## config.mk

```make
export PLATFORM = sky130hd
export DESIGN_NAME = slp_top
export DESIGN_NICKNAME = d
export VERILOG_FILES = /design/src/shared/slp_pkg.sv /design/src/logic/slp_latch.sv /design/src/logic/slp_shift.sv /design/src/logic/slp_top.sv
export SDC_FILE = /design/constraint.sdc
export NUM_CORES = 1
export LEC_CHECK = 0
export BUFFER_PORTS_ARGS = -buffer_cell sky130_fd_sc_hd__buf_2
export CAP_MARGIN = 25
export CORE_MARGIN = 4
export CORE_UTILIZATION = 50
export DETAILED_ROUTE_END_ITERATION = 8
export PLACE_DENSITY = 0.77
export SYNTH_ARGS = -nofsm -noshare
export SYNTH_HDL_FRONTEND = slang
export SYNTH_SLANG_ARGS = --single-unit
```

## constraint.sdc

```tcl
create_clock -name sys_clk -period 3.4 [get_ports sys_clk]
set_input_delay 0.68 -clock sys_clk [delete_from_list [all_inputs] [get_ports sys_clk]]
set_output_delay 0.68 -clock sys_clk [all_outputs]
set_load 0.02 [all_outputs]
```

## src/shared/slp_pkg.sv

```systemverilog
// What this block does
// - Each rising serial clock edge shifts one data bit into the 24-bit register.
// - Words arrive most significant bit first; first bit ends at the top.
// - Load strobe rising edge copies the shift register into exactly one latch.
// - Destination chosen from the two lowest bits of the shifted word; bit 2 also splits code 01.
// - 00 main, 10 LO, 001 transmit, 101 calibration, 11 receive filter.
// - Band selection runs at power-up and on every LO latch write; 16 bands.
// - Band selection lasts five band clock cycles with tuning node on reference.
// - Band clock divider divides by 1, 2, 4 or 8 from two field bits.
// - After band selection the tuning node returns to the loop filter.
// - Two output-power bits select one of four LO tail currents.
// - RF mute bit keeps RF output stage off until digital lock.
// - Transmit mute bit keeps transmit output stage off until digital lock.
// - Transmit stage has two tail-current levels from the output-power bits.
// - Main latch field layout from power-down bits down to counter hold.
// - Transmit latch: phases, band clock divider, 13-bit reference ratio, select bit zero.
// - Calibration latch: phases, divider, trigger, cal divider, boost timeout, bit one.
// - A one in each power-down bit disables its section; the code acts only on bit 0 (transmit) and bit 1 (RF).
// - Counter hold bit high keeps reference and feedback counters in reset.
// - Writing calibration latch with trigger high starts a filter calibration.
//
// Purpose: Shared constants and types of the serial latch programming block
// Assumes: Serial pins already synchronous to sys_clk
// Notes: Field positions are bit indices within the 24-bit word
`default_nettype none
package slp_pkg;
    localparam int WORD_W = 24;
    localparam int SEL_HI = 2;
    // Select codes on the two low bits
    localparam logic [1:0] SEL_MAIN = 2'h0;
    localparam logic [1:0] SEL_TXCAL = 2'h1;
    localparam logic [1:0] SEL_LO = 2'h2;
    localparam logic [1:0] SEL_RXF = 2'h3;
    // Main latch fields
    localparam int PD_LSB = 19;
    localparam int OUTP_LSB = 17;
    localparam int PUMP_LSB = 14;
    localparam int LOP_LSB = 12;
    localparam int MUTE_TX_BIT = 11;
    localparam int MUTE_RF_BIT = 10;
    localparam int TRI_BIT = 9;
    localparam int POL_BIT = 8;
    localparam int MON_LSB = 5;
    localparam int HOLD_BIT = 4;
    // Transmit and calibration fields
    localparam int RXPH_LSB = 21;
    localparam int MODPH_LSB = 18;
    localparam int BSC_LSB = 16;
    localparam int REF_LSB = 3;
    localparam int TRIG_BIT = 15;
    localparam int CALDIV_LSB = 9;
    localparam int BOOST_LSB = 3;
    // Band selection length in band clock cycles
    localparam logic [2:0] BAND_CYCLES = 3'h5;
    localparam logic [3:0] BAND_COUNT_MAX = 4'hf;
    localparam logic [WORD_W-1:0] LATCH_RST = 24'h00_0000;

    typedef enum logic [1:0] {
        SLP_IDLE,
        SLP_BAND,
        SLP_LOCKED
    } slp_band_e;

    typedef struct packed {
        logic [3:0] powerdown;
        logic [1:0] out_power;
        logic [2:0] pump_current;
        logic [1:0] lo_power;
        logic mute_tx_until_lock;
        logic mute_rf_until_lock;
        logic pump_tristate;
        logic detector_polarity;
        logic [2:0] monitor_select;
        logic counter_hold;
    } slp_main_s;
endpackage : slp_pkg
`default_nettype wire

```

## src/logic/slp_latch.sv

```systemverilog
// Purpose: One 24-bit destination latch
// Assumes: Load is a single-cycle pulse
// Notes: Holds value until its own load
`default_nettype none
module slp_latch #(
    parameter int W = slp_pkg::WORD_W
) (
    input wire logic sys_clk,
    input wire logic reset,
    input wire logic clk_en,
    input wire logic load,
    input wire logic [W-1:0] din,
    output logic [W-1:0] dout
);
    logic [W-1:0] dout_r;
    assign dout = dout_r;
    always_ff @(posedge sys_clk) begin
        if (reset) begin
            dout_r <= W'(slp_pkg::LATCH_RST);
        end else if (clk_en && load) begin
            dout_r <= din;
        end
    end
endmodule : slp_latch
`default_nettype wire

```

## src/logic/slp_shift.sv

```systemverilog
// Purpose: 24-bit serial input shift register
// Assumes: Serial clock and data sampled on sys_clk
// Notes: Shifts MSB first toward the top
`default_nettype none
module slp_shift #(
    parameter int W = slp_pkg::WORD_W
) (
    input wire logic sys_clk,
    input wire logic reset,
    input wire logic clk_en,
    input wire logic shift_pulse,
    input wire logic serial_in_line,
    output logic [W-1:0] word
);
    logic [W-1:0] word_r;
    assign word = word_r;
    // Shift new bit into the low end
    always_ff @(posedge sys_clk) begin
        if (reset) begin
            word_r <= '0;
        end else if (clk_en && shift_pulse) begin
            word_r <= {word_r[W-2:0], serial_in_line};
        end
    end
endmodule : slp_shift
`default_nettype wire

```

## src/logic/slp_top.sv

```systemverilog
// Purpose: Serial latch programming and band select sequencing
// Assumes: Serial pins sampled synchronously; lock and detector tick from analog side
// Notes: Latch outputs are raw 24-bit words plus decoded fields
`default_nettype none
module slp_top (
    input wire logic sys_clk,
    input wire logic reset,
    input wire logic clk_en,
    input wire logic serial_clk,
    input wire logic serial_in_line,
    input wire logic latch_load_strobe,
    input wire logic ref_tick,
    input wire logic digital_lock,
    output logic [23:0] main_config_latch,
    output logic [23:0] tx_phase_refdiv_latch,
    output logic [23:0] rx_calibration_latch,
    output logic [23:0] lo_latch,
    output logic [23:0] rx_filter_latch,
    output var slp_pkg::slp_main_s main_fields,
    output logic [12:0] ref_divide,
    output logic [1:0] band_clk_div,
    output logic [3:0] band_clk_ratio,
    output logic band_clk,
    output logic tuning_on_reference,
    output logic [3:0] band_index,
    output logic band_busy,
    output logic rf_stage_on,
    output logic tx_stage_on,
    output logic [1:0] lo_tail_sel,
    output logic tx_tail_high,
    output logic counters_held,
    output logic filter_cal_start
);
    localparam int W = slp_pkg::WORD_W;

    logic sclk_d_r;
    logic le_d_r;
    logic shift_pulse;
    logic load_pulse;
    logic [W-1:0] shift_word;
    logic [1:0] sel;
    logic sel_hi;
    logic ld_main;
    logic ld_tx;
    logic ld_cal;
    logic ld_lo;
    logic ld_rxf;
    logic [W-1:0] main_w;
    logic [W-1:0] cal_w;
    logic [1:0] bsc_r;
    logic [1:0] bsc_nxt;
    logic [2:0] div_cnt_r;
    logic [2:0] div_mask;
    logic band_tick;
    slp_pkg::slp_band_e state_r;
    slp_pkg::slp_band_e state_nxt;
    logic [2:0] cyc_r;
    logic [3:0] band_r;
    logic start_band;
    logic pwrup_r;
    logic cal_r;

    // Edge detect on sampled serial clock and load strobe
    always_ff @(posedge sys_clk) begin
        if (reset) begin
            sclk_d_r <= 1'b0;
            le_d_r <= 1'b0;
        end else if (clk_en) begin
            sclk_d_r <= serial_clk;
            le_d_r <= latch_load_strobe;
        end
    end
    assign shift_pulse = serial_clk && !sclk_d_r;
    assign load_pulse = latch_load_strobe && !le_d_r;

    slp_shift #(.W(W)) u_shift (
        .sys_clk(sys_clk),
        .reset(reset),
        .clk_en(clk_en),
        .shift_pulse(shift_pulse),
        .serial_in_line(serial_in_line),
        .word(shift_word)
    );

    assign sel = shift_word[1:0];
    assign sel_hi = shift_word[slp_pkg::SEL_HI];
    assign ld_main = load_pulse && (sel == slp_pkg::SEL_MAIN);
    assign ld_tx = load_pulse && (sel == slp_pkg::SEL_TXCAL) && !sel_hi;
    assign ld_cal = load_pulse && (sel == slp_pkg::SEL_TXCAL) && sel_hi;
    assign ld_lo = load_pulse && (sel == slp_pkg::SEL_LO);
    assign ld_rxf = load_pulse && (sel == slp_pkg::SEL_RXF);

    slp_latch #(.W(W)) u_main (
        .sys_clk(sys_clk), .reset(reset), .clk_en(clk_en),
        .load(ld_main), .din(shift_word), .dout(main_w)
    );
    slp_latch #(.W(W)) u_tx (
        .sys_clk(sys_clk), .reset(reset), .clk_en(clk_en),
        .load(ld_tx), .din(shift_word), .dout(tx_phase_refdiv_latch)
    );
    slp_latch #(.W(W)) u_cal (
        .sys_clk(sys_clk), .reset(reset), .clk_en(clk_en),
        .load(ld_cal), .din(shift_word), .dout(cal_w)
    );
    slp_latch #(.W(W)) u_lo (
        .sys_clk(sys_clk), .reset(reset), .clk_en(clk_en),
        .load(ld_lo), .din(shift_word), .dout(lo_latch)
    );
    slp_latch #(.W(W)) u_rxf (
        .sys_clk(sys_clk), .reset(reset), .clk_en(clk_en),
        .load(ld_rxf), .din(shift_word), .dout(rx_filter_latch)
    );
    assign main_config_latch = main_w;
    assign rx_calibration_latch = cal_w;

    assign main_fields.powerdown = main_w[slp_pkg::PD_LSB +: 4];
    assign main_fields.out_power = main_w[slp_pkg::OUTP_LSB +: 2];
    assign main_fields.pump_current = main_w[slp_pkg::PUMP_LSB +: 3];
    assign main_fields.lo_power = main_w[slp_pkg::LOP_LSB +: 2];
    assign main_fields.mute_rf_until_lock = main_w[slp_pkg::MUTE_RF_BIT];
    assign main_fields.mute_tx_until_lock = main_w[slp_pkg::MUTE_TX_BIT];
    assign main_fields.pump_tristate = main_w[slp_pkg::TRI_BIT];
    assign main_fields.detector_polarity = main_w[slp_pkg::POL_BIT];
    assign main_fields.monitor_select = main_w[slp_pkg::MON_LSB +: 3];
    assign main_fields.counter_hold = main_w[slp_pkg::HOLD_BIT];

    assign ref_divide = tx_phase_refdiv_latch[slp_pkg::REF_LSB +: 13];
    // Counters held while hold bit set
    assign counters_held = main_fields.counter_hold;
    assign lo_tail_sel = main_fields.out_power;
    assign tx_tail_high = main_fields.out_power[1];

    // Band clock divider from either latch
    always_comb begin
        bsc_nxt = bsc_r;
        if (ld_tx || ld_cal) begin
            bsc_nxt = shift_word[slp_pkg::BSC_LSB +: 2];
        end
    end
    always_ff @(posedge sys_clk) begin
        if (reset) begin
            bsc_r <= 2'h0;
        end else if (clk_en) begin
            bsc_r <= bsc_nxt;
        end
    end
    assign band_clk_div = bsc_r;

    // Divide reference ticks by 1, 2, 4 or 8
    assign div_mask = 3'((4'h1 << bsc_r) - 4'h1);
    assign band_clk_ratio = 4'h1 << bsc_r;
    assign band_tick = ref_tick && ((div_cnt_r & div_mask) == div_mask);
    always_ff @(posedge sys_clk) begin
        if (reset) begin
            div_cnt_r <= 3'h0;
        end else if (clk_en && ref_tick) begin
            div_cnt_r <= div_cnt_r + 3'h1;
        end
    end
    assign band_clk = band_tick;

    // Start at power-up and on each LO write
    always_ff @(posedge sys_clk) begin
        if (reset) begin
            pwrup_r <= 1'b1;
        end else if (clk_en && state_r == slp_pkg::SLP_BAND) begin
            pwrup_r <= 1'b0;
        end
    end
    assign start_band = ld_lo || pwrup_r;

    always_comb begin
        state_nxt = state_r;
        case (state_r)
            slp_pkg::SLP_IDLE, slp_pkg::SLP_LOCKED: begin
                if (start_band) begin
                    state_nxt = slp_pkg::SLP_BAND;
                end
            end
            slp_pkg::SLP_BAND: begin
                if (ld_lo) begin
                    state_nxt = slp_pkg::SLP_BAND;
                end else if (band_tick && cyc_r == slp_pkg::BAND_CYCLES - 3'h1) begin
                    state_nxt = slp_pkg::SLP_LOCKED;
                end
            end
            default: begin
                state_nxt = slp_pkg::SLP_IDLE;
            end
        endcase
    end
    always_ff @(posedge sys_clk) begin
        if (reset) begin
            state_r <= slp_pkg::SLP_IDLE;
            cyc_r <= 3'h0;
            band_r <= 4'h0;
        end else if (clk_en) begin
            state_r <= state_nxt;
            if (state_r != slp_pkg::SLP_BAND || ld_lo) begin
                cyc_r <= 3'h0;
            end else if (band_tick) begin
                cyc_r <= cyc_r + 3'h1;
                // Step one band per band tick, holding at band 15, while the node sits on the reference
                if (band_r != slp_pkg::BAND_COUNT_MAX) begin
                    band_r <= band_r + 4'h1;
                end
            end
            if (start_band && state_r != slp_pkg::SLP_BAND) begin
                band_r <= 4'h0;
            end
        end
    end
    assign band_busy = (state_r == slp_pkg::SLP_BAND);
    assign tuning_on_reference = band_busy;
    assign band_index = band_r;

    assign rf_stage_on = !main_fields.powerdown[1]
        && (!main_fields.mute_rf_until_lock || digital_lock);
    assign tx_stage_on = !main_fields.powerdown[0]
        && (!main_fields.mute_tx_until_lock || digital_lock);

    // Calibration start pulse on triggered write
    always_ff @(posedge sys_clk) begin
        if (reset) begin
            cal_r <= 1'b0;
        end else if (clk_en) begin
            cal_r <= ld_cal && shift_word[slp_pkg::TRIG_BIT];
        end
    end
    assign filter_cal_start = cal_r;

    // A load edge picks exactly one latch
    chk_one_latch: assert property (@(posedge sys_clk) disable iff (reset)
        $onehot0({ld_main, ld_tx, ld_cal, ld_lo, ld_rxf})
        && ((ld_main || ld_tx || ld_cal || ld_lo || ld_rxf) == load_pulse))
        else $error("latch load count wrong");
    // Rising serial clock shifts toward the top
    chk_shift_in: assert property (@(posedge sys_clk) disable iff (reset)
        clk_en && shift_pulse
        |=> shift_word == {$past(shift_word[W-2:0]), $past(serial_in_line)})
        else $error("serial bit not shifted in");
    // No shift without a serial clock edge
    chk_shift_holds: assert property (@(posedge sys_clk) disable iff (reset)
        clk_en && !shift_pulse |=> $stable(shift_word))
        else $error("shift without clock edge");
    chk_powerup_band: assert property (@(posedge sys_clk) disable iff (reset)
        $fell(reset) && clk_en |=> band_busy)
        else $error("no band select after power-up");
    chk_lo_starts_band: assert property (@(posedge sys_clk) disable iff (reset)
        clk_en && ld_lo |=> band_busy)
        else $error("LO write did not start band select");
    // LO write during selection restarts the count
    chk_band_restart: assert property (@(posedge sys_clk) disable iff (reset)
        clk_en && band_busy && ld_lo |=> band_busy && cyc_r == 3'h0)
        else $error("band select not restarted");
    // Each band tick advances the count
    chk_band_tick_count: assert property (@(posedge sys_clk) disable iff (reset)
        clk_en && band_busy && band_tick && !ld_lo && cyc_r < slp_pkg::BAND_CYCLES - 3'h1
        |=> band_busy && cyc_r == $past(cyc_r) + 3'h1)
        else $error("band cycle not counted");
    // Node leaves the reference only after the last tick
    chk_tune_follows_band: assert property (@(posedge sys_clk) disable iff (reset)
        $fell(tuning_on_reference)
        |-> $past(band_tick) && $past(cyc_r) == slp_pkg::BAND_CYCLES - 3'h1)
        else $error("tuning node left reference early");
    // Latches keep their words without a load edge
    chk_latches_hold: assert property (@(posedge sys_clk) disable iff (reset)
        clk_en && !load_pulse |=> $stable(main_config_latch) && $stable(lo_latch)
        && $stable(tx_phase_refdiv_latch) && $stable(rx_calibration_latch)
        && $stable(rx_filter_latch))
        else $error("latch changed without load");
    // Main latch takes the shifted word
    chk_main_loads: assert property (@(posedge sys_clk) disable iff (reset)
        clk_en && ld_main |=> main_config_latch == $past(shift_word))
        else $error("main latch did not take word");
    // Transmit latch takes the shifted word
    chk_tx_loads: assert property (@(posedge sys_clk) disable iff (reset)
        clk_en && ld_tx |=> tx_phase_refdiv_latch == $past(shift_word))
        else $error("tx latch did not take word");
    // Calibration latch takes the shifted word
    chk_cal_loads: assert property (@(posedge sys_clk) disable iff (reset)
        clk_en && ld_cal |=> rx_calibration_latch == $past(shift_word))
        else $error("cal latch did not take word");
    chk_lo_loads: assert property (@(posedge sys_clk) disable iff (reset)
        clk_en && ld_lo |=> lo_latch == $past(shift_word))
        else $error("lo latch did not take word");
    // Receive filter latch takes its word
    chk_rxf_loads: assert property (@(posedge sys_clk) disable iff (reset)
        clk_en && ld_rxf |=> rx_filter_latch == $past(shift_word))
        else $error("rxf latch did not take word");
    chk_tx_mute: assert property (@(posedge sys_clk) disable iff (reset)
        main_fields.mute_tx_until_lock && !digital_lock |-> !tx_stage_on)
        else $error("transmit stage on before lock");
    chk_rf_mute: assert property (@(posedge sys_clk) disable iff (reset)
        main_fields.mute_rf_until_lock && !digital_lock |-> !rf_stage_on)
        else $error("rf stage on before lock");
    // Power-down bits switch the stages off
    chk_tx_powerdown: assert property (@(posedge sys_clk) disable iff (reset)
        main_fields.powerdown[0] |-> !tx_stage_on)
        else $error("tx stage on while powered down");
    // Oscillator power-down stops the RF stage
    chk_rf_powerdown: assert property (@(posedge sys_clk) disable iff (reset)
        main_fields.powerdown[1] |-> !rf_stage_on)
        else $error("rf stage on while powered down");
    chk_counter_hold: assert property (@(posedge sys_clk) disable iff (reset)
        counters_held == main_config_latch[slp_pkg::HOLD_BIT])
        else $error("counter hold wrong");
    // Pulse only after a calibration write
    chk_cal_pulse: assert property (@(posedge sys_clk) disable iff (reset)
        filter_cal_start |-> $past(ld_cal))
        else $error("calibration start without calibration write");
    chk_cal_trigger: assert property (@(posedge sys_clk) disable iff (reset)
        clk_en && ld_cal |=> filter_cal_start == $past(shift_word[slp_pkg::TRIG_BIT]))
        else $error("calibration start wrong");
    // Transmit write sets the band clock divider
    chk_div_update: assert property (@(posedge sys_clk) disable iff (reset)
        clk_en && ld_tx |=> band_clk_div == $past(shift_word[17:16]))
        else $error("band clock divider not updated");
    // Calibration write sets the divider too
    chk_div_cal_update: assert property (@(posedge sys_clk) disable iff (reset)
        clk_en && ld_cal |=> band_clk_div == $past(shift_word[17:16]))
        else $error("divider not set by cal write");
    chk_div_holds: assert property (@(posedge sys_clk) disable iff (reset)
        clk_en && !ld_tx && !ld_cal |=> $stable(band_clk_div))
        else $error("divider changed without write");
    // Divide by one passes every reference tick
    chk_div_by_one: assert property (@(posedge sys_clk) disable iff (reset)
        band_clk_div == 2'h0 |-> band_clk == ref_tick)
        else $error("band clock not reference tick");
endmodule : slp_top
`default_nettype wire

```

# After elaboration in Yosys (flattened, before gate mapping)
# Cells that the tools add are included.
[totals] output_inout_bits=172 in_bits=8 word_cells=87 reg_bits=162
[op_classes] n_eq_ne=12 n_reduce_logical=44 bitwise=1 muxes=10 n_shift=1 addsub=4
[ops] operator="1-bit logical AND" count=22
[ops] operator="4-bit 2-to-1 mux" count=4
[ops] operator="1-bit zero test" count=7
[ops] operator="3-bit by 1-bit adder with 3-bit output, second input constant" count=2
[ops] operator="2-bit == test, second input constant" count=3
[ops] operator="2-bit 2-to-1 mux" count=3
[ops] operator="3-bit 2-to-1 mux" count=2
[ops] operator="2-bit nonzero test" count=3
[ops] operator="1-bit logical OR" count=5
[ops] operator="4-bit by 1-bit adder with 4-bit output, second input constant" count=1
[ops] operator="2-bit by 1-bit == test with 1-bit output, second input constant" count=2
[ops] operator="2-bit zero test" count=2
[ops] operator="2-bit by 1-bit != test with 1-bit output, second input constant" count=2
[ops] operator="4-bit != test, second input constant" count=1
[ops] operator="2-bit one-hot mux with 2 select lines" count=1
[ops] operator="2-bit AND reduction" count=2
[ops] operator="4-bit AND reduction" count=1
[ops] operator="1-bit by 2-bit << shifter with 4-bit output, first input constant" count=1
[ops] operator="3-bit AND" count=1
[ops] operator="3-bit == test" count=1
[ops] operator="3-bit == test, second input constant" count=1
[ops] operator="3-bit by 1-bit != test with 1-bit output, second input constant" count=1
[ops] operator="3-bit AND reduction" count=1
[ops] operator="3-bit by 1-bit subtractor with 3-bit output, second input constant" count=1
[ops] operator="2 further kinds" count=2

# Depth between registers and ports, before layout
[depth] ltp_word=9 mapped_depth=6 ltp_nobuf=5

# Cells and area by module
# Synthesis repeated with hierarchy kept, for this count alone.
[unflattened] cells_unflattened=779 area_unflattened_um2=8622.0
[by_module_without_submodules] module="slp_latch" seq_area_each_um2=480.5 cells_per_inst=108 area_each_um2=1268.7 instances=5
[by_module_without_submodules] module="slp_top" seq_area_each_um2=360.3 cells_per_inst=159 area_each_um2=1332.5 instances=1
[by_module_without_submodules] module="slp_shift" seq_area_each_um2=480.5 cells_per_inst=80 area_each_um2=945.9 instances=1

# Worst setup path before layout
# No wires, ideal clock.
[synth_timing] path_type="reg-to-output" startpoint="register bsc_r[1], in the netlist band_clk_div[1]" endpoint="output port band_clk" path_buffers=0 path_stages_with_launch=4 t_arrival_ns=1.320 slack_ns=1.400 required_ns=2.720 path_cell_list="dfxtp_1 and2b_4 a311o_2 and2_1"
[synth_via] elab_chain_len=5
[synth_lines] element="start, declared" line_no="slp_top.sv:50" source="logic [1:0] bsc_r;"
[synth_lines] element="start signal, assigned" line_no="slp_top.sv:144" source="bsc_r <= bsc_nxt;"
[synth_lines] element="1-bit by 2-bit << shifter with 4-bit output (*)"
[synth_lines] element="3-bit by 1-bit subtractor with 3-bit output (*)" line_no="slp_top.sv:150" source="assign div_mask = 3'((4'h1 << bsc_r) - 4'h1);"
[synth_lines] element="3-bit AND" line_no="slp_top.sv:152" source="assign band_tick = ref_tick && ((div_cnt_r & div_mask) == div_mask);"
[synth_lines] element="3-bit == test (*)" line_no="slp_top.sv:152"
[synth_lines] element="1-bit logical AND (*)" line_no="slp_top.sv:152"
[synth_lines] element="end, declared" line_no="slp_top.sv:23" source="output logic band_clk,"
# Every way passes the cells marked *; elsewhere a longest branch is shown, timed or not.

# Worst setup path in the final report
# Ends and elaborated chain as after synthesis.

==> results.toml <==
[route]
drt_first_iter_violations = 310
wl_met2_microns = 7190
wl_met3_microns = 1270
post_drt_wl_per_cell_microns = 15.2
drt.antenna.violating_nets = 0
drc = 0
wirelength_microns = 15800
dr_total_vias = 5257
vias_per_cell = 5.05
top_layer_used = "met4"
wl_met1_microns = 7120
first_pass_iters = 4

[floorplanning]
io-pin-count = 180
rows = 40
dieWidth_microns = 120
initial_core_util_pct = 51.6
dieArea_sq_um = 14300
core_sq_um = 12100
die_h_microns = 120

[worst_setup_path]
cp_data_arrival_time_ps = 1770
required_ps = 2720
cpPeakStageDelay_ps = 430
rr_worst_depth = 4
worstPathCellList = "and2b_4 > a311o_2 > and2_1 > buf_2"
r2r-end = "u_main.dout[21]"
timing.rr.start = "u_shift.word[1]"
slowest_stage = "dfxtp_1"
worstPathMaxFanout = 7
r2r_slack_ps = 1480
path_class = "reg -> out"
end_kind = "primary output"
cp-start-kind = "register"

[grt]
antenna_found_initial = 0
grt-ovfl-total = 0
grt_pass1_vias = 4854
grt_use_total_pct = 21.6
grt_max_degree = 82
grt_pass1_wl_microns = 24900

[timing]
finalCritPeriodShare_pct = 71.9
fin_skew_ps = 5.82
setup_viol = 0
rsz0062_at_grt = "false"
tightestPinTransition_ps = 930
finalHoldViolCount = 0
fmax_mhz = 409
setup-tns-final_ps = 0
slew_violations = 0
min_period_ps = 2450
max_slew_margin_pct = 37.8

[power_and_ir_drop]
p_clk_share_pct = 50.3
p_int_w = 0.00325
p_seq_share_pct = 47.0
swShare_pct = 20.1
vdd_drop_max_mv = 0.269
comb_power_share_pct = 2.7
p_sw_w = 0.000817
power_density_nw_per_um2 = 539
power_w = 0.00407
p_leak_nw = 3.37

[logic_synthesis]
synthesis.nets = 756
synth_edf_count = 0
synth_warnings = 0
synthFlopType = "dfxtp_1"
synth_seq_area_share_pct = 51.9
postSynthCellCount = 744
ys_types = 44
async_flop_share_pct = 0
synth_area_per_cell_sq_um = 8.40
synth_area_sq_um = 6250
ys_ff_latch = 162

[clock_tree]
cts_buffers = 17
clk_pin_slew_worst_paths_ps = 60
cts.sinks = 162
post_cts.repair.setup_buffers = 0
cts-htree-levels = 4
clk_latency_ps = 420
root_buffer = "clkbuf_16"
cts-resized-gates = 0
cts_tree = "done"
ctsLongestPathBuffers = 2
hold_buffers = 0

[placed_design]
portBuffers = 179
gp_congestion = 0.805
dpl.cell_count = 1011
dpl.hpwl_microns = 10700
place_area_sq_um = 6920

[min_path]
hold_path_end = "u_main.dout[2]"
min_path_cells = 2
hold_start = "u_main.dout[2]"
hp-class = "reg -> reg"

[final_layout]
final_cell_area_sq_um = 7550
antenna_cells = 0
num-nets-final = 874
syn2layout_area_growth_pct = 20.9
fin_cells = 1042
drive_gt1_share_pct = 26.1

[flow_run]
cap_violations = 0

[outcome]
outcome = "finished, final reports clean"
==> metal layers <==
layer | track usage (%) | vias up
li1 | - | 2631
met1 | 29.2 | 2433
met2 | 33.1 | 177
met3 | 5.89 | 16
met4 | 8.38 | 0
met5 | 0 | -
==> cell usage in the layout, fill, tap and decap left out, types with 2 or more instances in the layout <==
cell	Yosys	layout
nand2_1	230	230
buf_2	9	178
dfxtp_1	162	162
a21oi_1	119	119
nor2_1	40	40
mux2i_1	29	29
clkbuf_16	0	17
buf_4	41	9
nand3b_1	7	7
inv_1	6	6
nand3_1	6	6
nor3b_1	5	5
bufinv_16	0	5
and2_1	4	4
and3b_1	4	4
o21ai_0	4	4
ha_1	4	4
clkbuf_1	36	4
nand2b_1	3	3
o31ai_1	3	3
nor2b_1	3	2
and4bb_2	2	2
and3_1	2	2
a21o_1	2	2
nand4_1	2	2
clkinv_4	0	2
==> cell usage after synthesis, types with 3 or more instances <==
cell / number / area (sq um)
a21oi_1: 119 / 596
and2_1: 4 / 25.0
and3b_1: 4 / 35.0
buf_2: 9 / 45.0
buf_4: 41 / 308
clkbuf_1: 36 / 135
dfxtp_1: 162 / 3240
ha_1: 4 / 50.1
inv_1: 6 / 22.5
mux2i_1: 29 / 290
nand2_1: 230 / 863
nand2b_1: 3 / 18.8
nand3_1: 6 / 30.0
nand3b_1: 7 / 52.6
nor2_1: 40 / 150
nor2b_1: 3 / 18.8
nor3b_1: 5 / 37.5
o21ai_0: 4 / 20.0
o31ai_1: 3 / 22.5
==> sequential cells by signal, summed over array words and instances, names as in the netlist <==
register          count
u_cal.dout           24
u_main.dout          24
cyc_r                 3
filter_cal_start      1
u_shift.word         24
pwrup_r               1
sclk_d_r              1
u_tx.dout            24
state_r               2
band_index            4
u_lo.dout            24
band_clk_div          2
le_d_r                1
div_cnt_r             3
u_rxf.dout           24
==> cell families (layout without fill, tap and decap cells) <==
family | count (synthesis) | in the layout | share of synthesized area [%]
buffers and inverters | 95 | 225 | 8.71
AND/OR/NAND/NOR | 317 | 317 | 21.9
adder cells (fa/ha/maj) | 4 | 4 | 0.801
AO/OA/AOI/OAI | 135 | 135 | 11.8
flip-flops | 162 | 162 | 51.9
XOR/XNOR | 2 | 2 | 0.280
multiplexers | 29 | 29 | 4.65
==> power by group through the flow <==
stage,Sequential [W],Clock (W),Combinational (W)
2_1_floorplan,0.00195,0,0.0000880
3_3_place_gp,0.00196,0,0.000109
3_5_place_dp,0.00196,0,0.000108
4_1_cts,0.00191,0.00207,0.000109
5_1_grt,0.00191,0.00215,0.000120
6_report,0.00191,0.00205,0.000109
==> critical path, delay by kind of cell, from the launching register on <==
family	cells	cell delay, ps
AO/OA/AOI/OAI	1	380
flip-flops	1	430
buffers and inverters	1	150
AND/OR/NAND/NOR	2	390
==> layout make-up <==
class,instances,area (sq um)
repair buffers,188,978
inverters,6,22.5
well taps,168,210
clock inverters,9,180
multi-input cells,487,2460
fillers,1092,4560
flip-flops and latches,162,3240
clock buffers,22,454
==> worst max path at each step <==
stage	cells after the start	startpoint	endpoint
after floorplan	3	band_clk_div[1]	band_clk
after global placement	5	clk_en	u_main.dout[11]
after detailed placement	5	clk_en	u_main.dout[15]
after CTS	4	band_clk_div[1]	band_clk
after global routing	4	band_clk_div[1]	band_clk
final	4	band_clk_div[1]	band_clk
==> per-stage QoR <==
| stage | util, % | setup WS (ps) | hold slack [ps] |
|---|---|---|---|
| after floorplan | - | 1400 | 440 |
| after global placement | 57.1 | 1040 | 439 |
| after detailed placement | 57.1 | 1020 | 446 |
| after CTS | 62.3 | 938 | 455 |
| after global routing | 62.3 | 861 | 472 |
| final | 62.3 | 954 | 450 |
Note: power is estimated with default switching activity, not from simulation.
